==> src/pkg/np_partner_pkg.sv <==
// Purpose: Shared constants for the next page partner ability register block.
// Assumes: 32-bit AXI4-Lite data; every register index maps to byte address 4 * index.
// Notes: Register indices are word indices; byte address is the index shifted left by two.
package np_partner_pkg;
  // ===========================================================
  // Register map
  localparam int REG_W = 16;
  localparam int IDX_W = 6;
  localparam logic [5:0] IDX_EXPANSION = 6'h06;
  localparam logic [5:0] IDX_PARTNER = 6'h08;
  localparam logic [5:0] IDX_CONTROL = 6'h11;
  localparam logic [5:0] IDX_STATUS = 6'h12;
  // ===========================================================
  // Field positions
  localparam int BIT_MORE_PAGES = 15;
  localparam int BIT_RESERVED = 14;
  localparam int BIT_FORMAT = 13;
  localparam int BIT_SECOND_ACKNOWLEDGE = 12;
  localparam int BIT_TOGGLE = 11;
  localparam int CODE_MSB = 10;
  localparam int BIT_PAGE_RX = 1;
  localparam int BIT_ACCEPT_EN = 0;
  localparam int BIT_TOGGLE_ERR = 0;
  localparam int BIT_EXP_TOGGLE = 1;
  localparam int BIT_ARMED = 2;
  // ===========================================================
  // Reset values and bus answers
  localparam logic [15:0] PARTNER_RESET = 16'h0000;
  localparam logic [15:0] CONTROL_RESET = 16'h0001;
  localparam logic [1:0] RESP_OKAY = 2'h0;
  localparam logic [1:0] RESP_SLVERR = 2'h2;
endpackage : np_partner_pkg

==> src/core/page_word_store.sv <==
// Purpose: Holds one received link code word, loaded as a whole.
// Assumes: Load is a one-cycle strobe from the same clock domain.
// Notes: Read data come straight from the storage flip-flops.
`timescale 1ns/100ps
module page_word_store #(
  parameter int WIDTH = 16
) (
  input wire logic clk,
  input wire logic reset,
  input wire logic load,
  input wire logic [WIDTH-1:0] loadWord,
  output logic [WIDTH-1:0] word_reg
);
  initial begin
    if (WIDTH < 1) begin
      $error("page_word_store: WIDTH must be at least one");
    end
  end

  always_ff @(posedge clk) begin
    if (reset) begin
      word_reg <= '0;
    end else if (load) begin
      word_reg <= loadWord;
    end
  end
endmodule : page_word_store

==> src/core/next_page_partner_ability_reg.sv <==
// Purpose: Partner next page ability register with AXI4-Lite access and page-received flag.
// Assumes: Page and base strobes come from arbitration logic on clk, one cycle each.
// Notes: Pages are accepted only after a base page and only with the expected toggle.
// Function
// - Sixteen-bit read-only register at index 0x08, all bits reset to zero.
// - Bit 15 shows the partner's more-pages flag.
// - Bit 14 is reserved and always reads zero.
// - Bit 13 shows page format: message page when one.
// - Bit 12 shows the partner's second acknowledge.
// - Each next page toggle is the inverse of the previous word's toggle.
// - First next page toggle is the inverse of base word bit 11.
// - Bits 10 to 0 hold the message or unformatted code field.
// - Storing a page sets page-received; reading expansion clears it.
//
// Register access over AXI4-Lite was left to the implementer.
`timescale 1ns/100ps
module next_page_partner_ability_reg
  import np_partner_pkg::*;
#(
  parameter int ADDR_W = 8
) (
  input wire logic clk,
  input wire logic reset,
  input wire logic [ADDR_W-1:0] awaddr,
  input wire logic awvalid,
  output logic awready,
  input wire logic [31:0] wdata,
  input wire logic [3:0] wstrb,
  input wire logic wvalid,
  output logic wready,
  output logic [1:0] bresp,
  output logic bvalid,
  input wire logic bready,
  input wire logic [ADDR_W-1:0] araddr,
  input wire logic arvalid,
  output logic arready,
  output logic [31:0] rdata,
  output logic [1:0] rresp,
  output logic rvalid,
  input wire logic rready,
  input wire logic [15:0] baseWord,
  input wire logic baseValid,
  input wire logic [15:0] pageWord,
  input wire logic pageValid,
  output logic pageReceived_reg,
  output logic morePages_reg
);
  initial begin
    if (ADDR_W < IDX_W + 2) begin
      $error("next_page_partner_ability_reg: ADDR_W too small for the map");
    end
  end

  // ===========================================================
  // Page capture
  logic [15:0] storedWord;
  logic acceptEn_reg;
  logic armed_reg;
  logic expToggle_reg;
  logic toggleErr_reg;
  logic pageSeen;
  logic pageAccept;
  logic pageMismatch;
  logic [15:0] pageClean;

  assign pageSeen = pageValid && acceptEn_reg && armed_reg;
  assign pageAccept = pageSeen && (pageWord[BIT_TOGGLE] == expToggle_reg);
  assign pageMismatch = pageSeen && (pageWord[BIT_TOGGLE] != expToggle_reg);

  always_comb begin
    pageClean = pageWord;
    pageClean[BIT_RESERVED] = 1'b0;
  end

  page_word_store #(.WIDTH(REG_W)) store (
    .clk(clk),
    .reset(reset),
    .load(pageAccept),
    .loadWord(pageClean),
    .word_reg(storedWord)
  );

  // A base page restarts the sequence, so it sets the expected toggle even when a page is stored in the same cycle.
  always_ff @(posedge clk) begin
    if (reset) begin
      expToggle_reg <= 1'b0;
      armed_reg <= 1'b0;
    end else if (baseValid) begin
      expToggle_reg <= ~baseWord[BIT_TOGGLE];
      armed_reg <= 1'b1;
    end else if (pageAccept) begin
      expToggle_reg <= ~pageWord[BIT_TOGGLE];
    end
  end

  always_ff @(posedge clk) begin
    if (reset) begin
      morePages_reg <= 1'b0;
    end else if (pageAccept) begin
      morePages_reg <= pageWord[BIT_MORE_PAGES];
    end
  end

  // ===========================================================
  // AXI4-Lite write channel
  logic awHeld_reg;
  logic wHeld_reg;
  logic [IDX_W-1:0] wIdx_reg;
  logic [31:0] wData_reg;
  logic [3:0] wStrb_reg;
  logic doWrite;

  assign doWrite = awHeld_reg && wHeld_reg && !bvalid;

  function automatic logic mapped(input logic [IDX_W-1:0] idx);
    mapped = (idx == IDX_EXPANSION) || (idx == IDX_PARTNER) ||
             (idx == IDX_CONTROL) || (idx == IDX_STATUS);
  endfunction : mapped

  always_ff @(posedge clk) begin
    if (reset) begin
      awHeld_reg <= 1'b0;
      awready <= 1'b1;
      wIdx_reg <= '0;
    end else if (awvalid && awready) begin
      awHeld_reg <= 1'b1;
      awready <= 1'b0;
      wIdx_reg <= awaddr[IDX_W+1:2];
    end else if (doWrite) begin
      awHeld_reg <= 1'b0;
      awready <= 1'b1;
    end
  end

  always_ff @(posedge clk) begin
    if (reset) begin
      wHeld_reg <= 1'b0;
      wready <= 1'b1;
      wData_reg <= '0;
      wStrb_reg <= '0;
    end else if (wvalid && wready) begin
      wHeld_reg <= 1'b1;
      wready <= 1'b0;
      wData_reg <= wdata;
      wStrb_reg <= wstrb;
    end else if (doWrite) begin
      wHeld_reg <= 1'b0;
      wready <= 1'b1;
    end
  end

  always_ff @(posedge clk) begin
    if (reset) begin
      bvalid <= 1'b0;
      bresp <= RESP_OKAY;
    end else if (doWrite) begin
      bvalid <= 1'b1;
      bresp <= mapped(wIdx_reg) ? RESP_OKAY : RESP_SLVERR;
    end else if (bvalid && bready) begin
      bvalid <= 1'b0;
    end
  end

  // Read-only registers ignore writes; software is expected to write reserved defaults.
  always_ff @(posedge clk) begin
    if (reset) begin
      acceptEn_reg <= CONTROL_RESET[BIT_ACCEPT_EN];
    end else if (doWrite && wIdx_reg == IDX_CONTROL && wStrb_reg[0]) begin
      acceptEn_reg <= wData_reg[BIT_ACCEPT_EN];
    end
  end

  // ===========================================================
  // AXI4-Lite read channel
  logic readTake;
  logic [IDX_W-1:0] rIdx;
  logic [15:0] readWord;

  assign readTake = arvalid && arready;
  assign rIdx = araddr[IDX_W+1:2];

  always_comb begin
    readWord = '0;
    case (rIdx)
      IDX_EXPANSION: readWord[BIT_PAGE_RX] = pageReceived_reg;
      IDX_PARTNER: readWord = storedWord;
      IDX_CONTROL: readWord[BIT_ACCEPT_EN] = acceptEn_reg;
      IDX_STATUS: begin
        readWord[BIT_TOGGLE_ERR] = toggleErr_reg;
        readWord[BIT_EXP_TOGGLE] = expToggle_reg;
        readWord[BIT_ARMED] = armed_reg;
      end
      default: readWord = '0;
    endcase
  end

  always_ff @(posedge clk) begin
    if (reset) begin
      arready <= 1'b1;
      rvalid <= 1'b0;
      rdata <= '0;
      rresp <= RESP_OKAY;
    end else if (readTake) begin
      arready <= 1'b0;
      rvalid <= 1'b1;
      rdata <= {16'h0000, readWord};
      rresp <= mapped(rIdx) ? RESP_OKAY : RESP_SLVERR;
    end else if (rvalid && rready) begin
      arready <= 1'b1;
      rvalid <= 1'b0;
    end
  end

  // ===========================================================
  // Latching status flags; a set in the clearing cycle wins.
  always_ff @(posedge clk) begin
    if (reset) begin
      pageReceived_reg <= 1'b0;
    end else if (pageAccept) begin
      pageReceived_reg <= 1'b1;
    end else if (readTake && rIdx == IDX_EXPANSION) begin
      pageReceived_reg <= 1'b0;
    end
  end

  always_ff @(posedge clk) begin
    if (reset) begin
      toggleErr_reg <= 1'b0;
    end else if (pageMismatch) begin
      toggleErr_reg <= 1'b1;
    end else if (readTake && rIdx == IDX_STATUS) begin
      toggleErr_reg <= 1'b0;
    end
  end
endmodule : next_page_partner_ability_reg

==> config.mk <==
export PLATFORM = sky130hd
export DESIGN_NAME = next_page_partner_ability_reg
export DESIGN_NICKNAME = d
export VERILOG_FILES = /design/src/pkg/np_partner_pkg.sv /design/src/core/page_word_store.sv /design/src/core/next_page_partner_ability_reg.sv
export SDC_FILE = /design/constraint.sdc
export NUM_CORES = 1
export LEC_CHECK = 0
export BUFFER_PORTS_ARGS = -buffer_cell sky130_fd_sc_hd__buf_2
export CAP_MARGIN = 20
export CORE_MARGIN = 2
export CORE_UTILIZATION = 39
export DETAILED_ROUTE_END_ITERATION = 7
export PLACE_DENSITY_LB_ADDON = 0.3
export SLEW_MARGIN = 20
export SYNTH_ARGS = -nofsm -noshare
export SYNTH_HDL_FRONTEND = slang
export SYNTH_SLANG_ARGS = --single-unit
==> constraint.sdc <==
create_clock -name clk -period 1.3 [get_ports clk]
set_input_delay 0.065 -clock clk [delete_from_list [all_inputs] [get_ports clk]]
set_output_delay 0.065 -clock clk [all_outputs]
set_load 0.05 [all_outputs]
==> flow_metrics.env <==
export IMPL_start_util=0.398
export IMPL_wirelength_um=5480
export IMPL_reg2reg_slack_ps=100
export IMPL_row_count=28
export IMPL_hold_start="pageWord[9]"
export IMPL_ys_seq_elements=52
export IMPL_start_kind="flop"
export IMPL_hold_worst_slack_ps=4.33
export IMPL_final_max_slew_violation_count=0
export IMPL_peakVddDrop_mv=0.777
export IMPL_clock_path_buffers=2
export IMPL_grt_overflow=0
export IMPL_ant_nets=0
export IMPL_holdPathStages=3
export IMPL_crit_buf_inv=1
export IMPL_grt_max_degree=23
export IMPL_max_cap_violations=0
export IMPL_synth_area_um2=2330
export IMPL_grt_usage=0.177
export IMPL_hold_end="store.word_reg[9]$_SDFFE_PP0P_"
export IMPL_num_io_pins=136
export IMPL_hold_viol=0
export IMPL_instances_no_fill=422
export IMPL_synthFlopType="dfxtp_1"
export IMPL_root_buffer="clkbuf_8"
export IMPL_max_clock_freq_ghz=0.832
export IMPL_diodes=0
export IMPL_cpPeakStageDelay_ps=370
export IMPL_power_total_mw=3.85
export IMPL_worstRegToRegCells=5
export IMPL_post_dp_cell_area_um2=2770
export IMPL_final_util=0.533
export IMPL_setup_viol=0
export IMPL_cp_data_arrival_time_ps=1380
export IMPL_numClockSinks=52
export IMPL_grt_setup_unrepaired="false"
export IMPL_drtPass1Iterations=4
export IMPL_crit_type="reg -> reg"
export IMPL_use_met3=0.0567
export IMPL_fp_dieArea_um2=6600
export IMPL_via_per_inst=4.75
export IMPL_synth_cell_types=40
export IMPL_coreArea_um2=5850
export IMPL_hpwl_um=3790
export IMPL_drive_gt1_frac=0.337
export IMPL_worst_setup_path_end_kind="flop"
export IMPL_die_w_um=81.3
export IMPL_num_vias=2005
export IMPL_status="completed"
export IMPL_cts_buffers=5
export IMPL_min_path_type="in -> reg"
export IMPL_final_net_count=439
export IMPL_regToRegStartpoint="expToggle_reg$_SDFFE_PP0P_"
export IMPL_grt_pass1_vias=1915
export IMPL_yosys_top_cells_count="dfxtp_1 (52), nor2_1 (28), nand2_1 (27)"
export IMPL_largest_reg_flops=15
export IMPL_grt_pass1_wl_um=9010
export IMPL_drt_drc_violations_left=0
export IMPL_place_worst_setup_slack_ps=-129
export IMPL_h_tree_depth=2
export IMPL_drtIter0Drc=118
export IMPL_cts_tree="built"
export IMPL_syn_area_per_cell_um2=9.13
export IMPL_synth_seq_area_share=0.447
export IMPL_yosys_warnings=0
export IMPL_cpMaxStageDelayCell="dfxtp_1"
export IMPL_yosys_top_cells_area="dfxtp_1 (45%), buf_4 (7.1%), mux2i_1 (6.0%)"
export IMPL_portBuffers=62
export IMPL_async_flop_share=0
export IMPL_grt_busiest_layer="met2"
export IMPL_yosysTopAreaCellShare=0.447
export IMPL_insertion_delay_ps=310
export IMPL_cp_max_fo=15
export IMPL_final_area_um2=3120
export IMPL_cp_data_required_time_ps=1480
export IMPL_placed_cells=396
export IMPL_place_congestion=0.762
export IMPL_tns_ps=0
export IMPL_routedWlPerCell_um=13.0
export IMPL_cp_top_family="flip-flops"
export IMPL_layout_setup_ws_ps=98.3
export IMPL_finalCriticalPeriod_ps=1200
export IMPL_synth_top_cell_by_area="dfxtp_1"
export IMPL_grt_util_met1=0.240
export IMPL_synth_most_common_cell="dfxtp_1"
export IMPL_fp_dieH_um=81.3
export IMPL_clk_pin_slew_ps=90
export IMPL_power_density_nw_per_um2=1230
export IMPL_netlist_instances=255
export IMPL_synth_edff_count=0
export IMPL_p_leak_nw=1.30
export IMPL_finalCritPeriodShare=0.924
export IMPL_grt_use_met2=0.261
export IMPL_reg2reg_to="store.word_reg[2]$_SDFFE_PP0P_"
export IMPL_areaGrowthSynthToFinish_pct=34.0
export IMPL_antenna_found_initial=0
export IMPL_cp_cell_sequence="xor2_1 > nor2_4 > buf_12 > mux2i_1 > nor2_1"
export IMPL_skew_ps=14.8
==> report_power, final <==
part	leakage [nW]	switching (mW)	total, mW	internal, mW
Clock	0.0784	0.540	1.50	0.962
Sequential	0.424	0.0506	1.71	1.66
Combinational	0.800	0.415	0.634	0.220
==> routing by layer <==
layer | vias to the layer above | wire length, µm
li1 | 1014 | -
met1 | 927 | 2600
met2 | 54 | 2450
met3 | 10 | 320
met4 | 0 | 104
met5 | - | 0
==> layout by cell type, fill, tap and decap left out, types with 2 or more instances in the layout <==
cell type,instances
nand4_1,2
dlygate4sd3_1,17
buf_12,5
a211oi_1,4
nand3_2,10
nand3b_1,3
xor2_1,3
nor2_1,28
dfxtp_2,2
clkbuf_8,5
bufinv_16,3
buf_2,62
conb_1,19
dfxtp_1,50
nor2b_1,2
nand2_1,27
nand3_1,12
mux2i_1,14
a21oi_1,19
a21oi_2,10
inv_1,6
buf_4,13
o21ai_0,8
nand2b_1,3
==> worst max-delay path by stage <==
stage / slack [ps] / start / endpoint / depth (start not counted)
after detailed placement: -130 / expToggle_reg$_SDFFE_PP0P_ / store.word_reg[2]$_SDFFE_PP0P_ / 4
after global routing: 5 / acceptEn_reg$_SDFFE_PP1P_ / store.word_reg[6]$_SDFFE_PP0P_ / 5
final: 100 / expToggle_reg$_SDFFE_PP0P_ / store.word_reg[2]$_SDFFE_PP0P_ / 5
after global placement: -90 / expToggle_reg$_SDFFE_PP0P_ / store.word_reg[2]$_SDFFE_PP0P_ / 4
after CTS: 70 / arready$_SDFFE_PP1P_ / rdata[1]$_SDFFE_PP0N_ / 4
after floorplan: 40 / arready$_SDFFE_PP1P_ / rdata[0]$_SDFFE_PP0N_ / 4
==> worst register-to-register path, stage by stage, from the launching register on <==
cell and delay [ps]:
dfxtp_1 370, xor2_1 290, nor2_4 60, buf_12 160
mux2i_1 160, nor2_1 50
==> cells by family after synthesis <==
family                    after synthesis  share of synthesized area
DFF                                    52                      0.447
xor gates and xnor gates                3                     0.0113
buffers and inverters                  37                      0.102
and+or+nand+nor                        97                      0.229
muxes                                  14                     0.0602
other                                   1                    0.00161
AOI/OAI and AO/OA                      51                      0.149
==> area by class of cell <==
cell class,count,area (µm²)
clock inverter,3,90.1
clock buffer,5,68.8
sequential,52,1040
tap,75,93.8
inverter,6,22.5
timing repair buffer,97,678
multi-input combinational,184,1120
fill,543,2730
==> timing repair <==
item / 4_1_cts / 5_1_grt
setup buffers: 1 / 0
pin swaps: 1 / 0
endpoints found under the setup margin: 14 / 1
hold buffers: 17 / 0
resized for setup: 0 / 1
hold endpoints to repair: 17 / 0
Power figures use the tool's default switching activity.
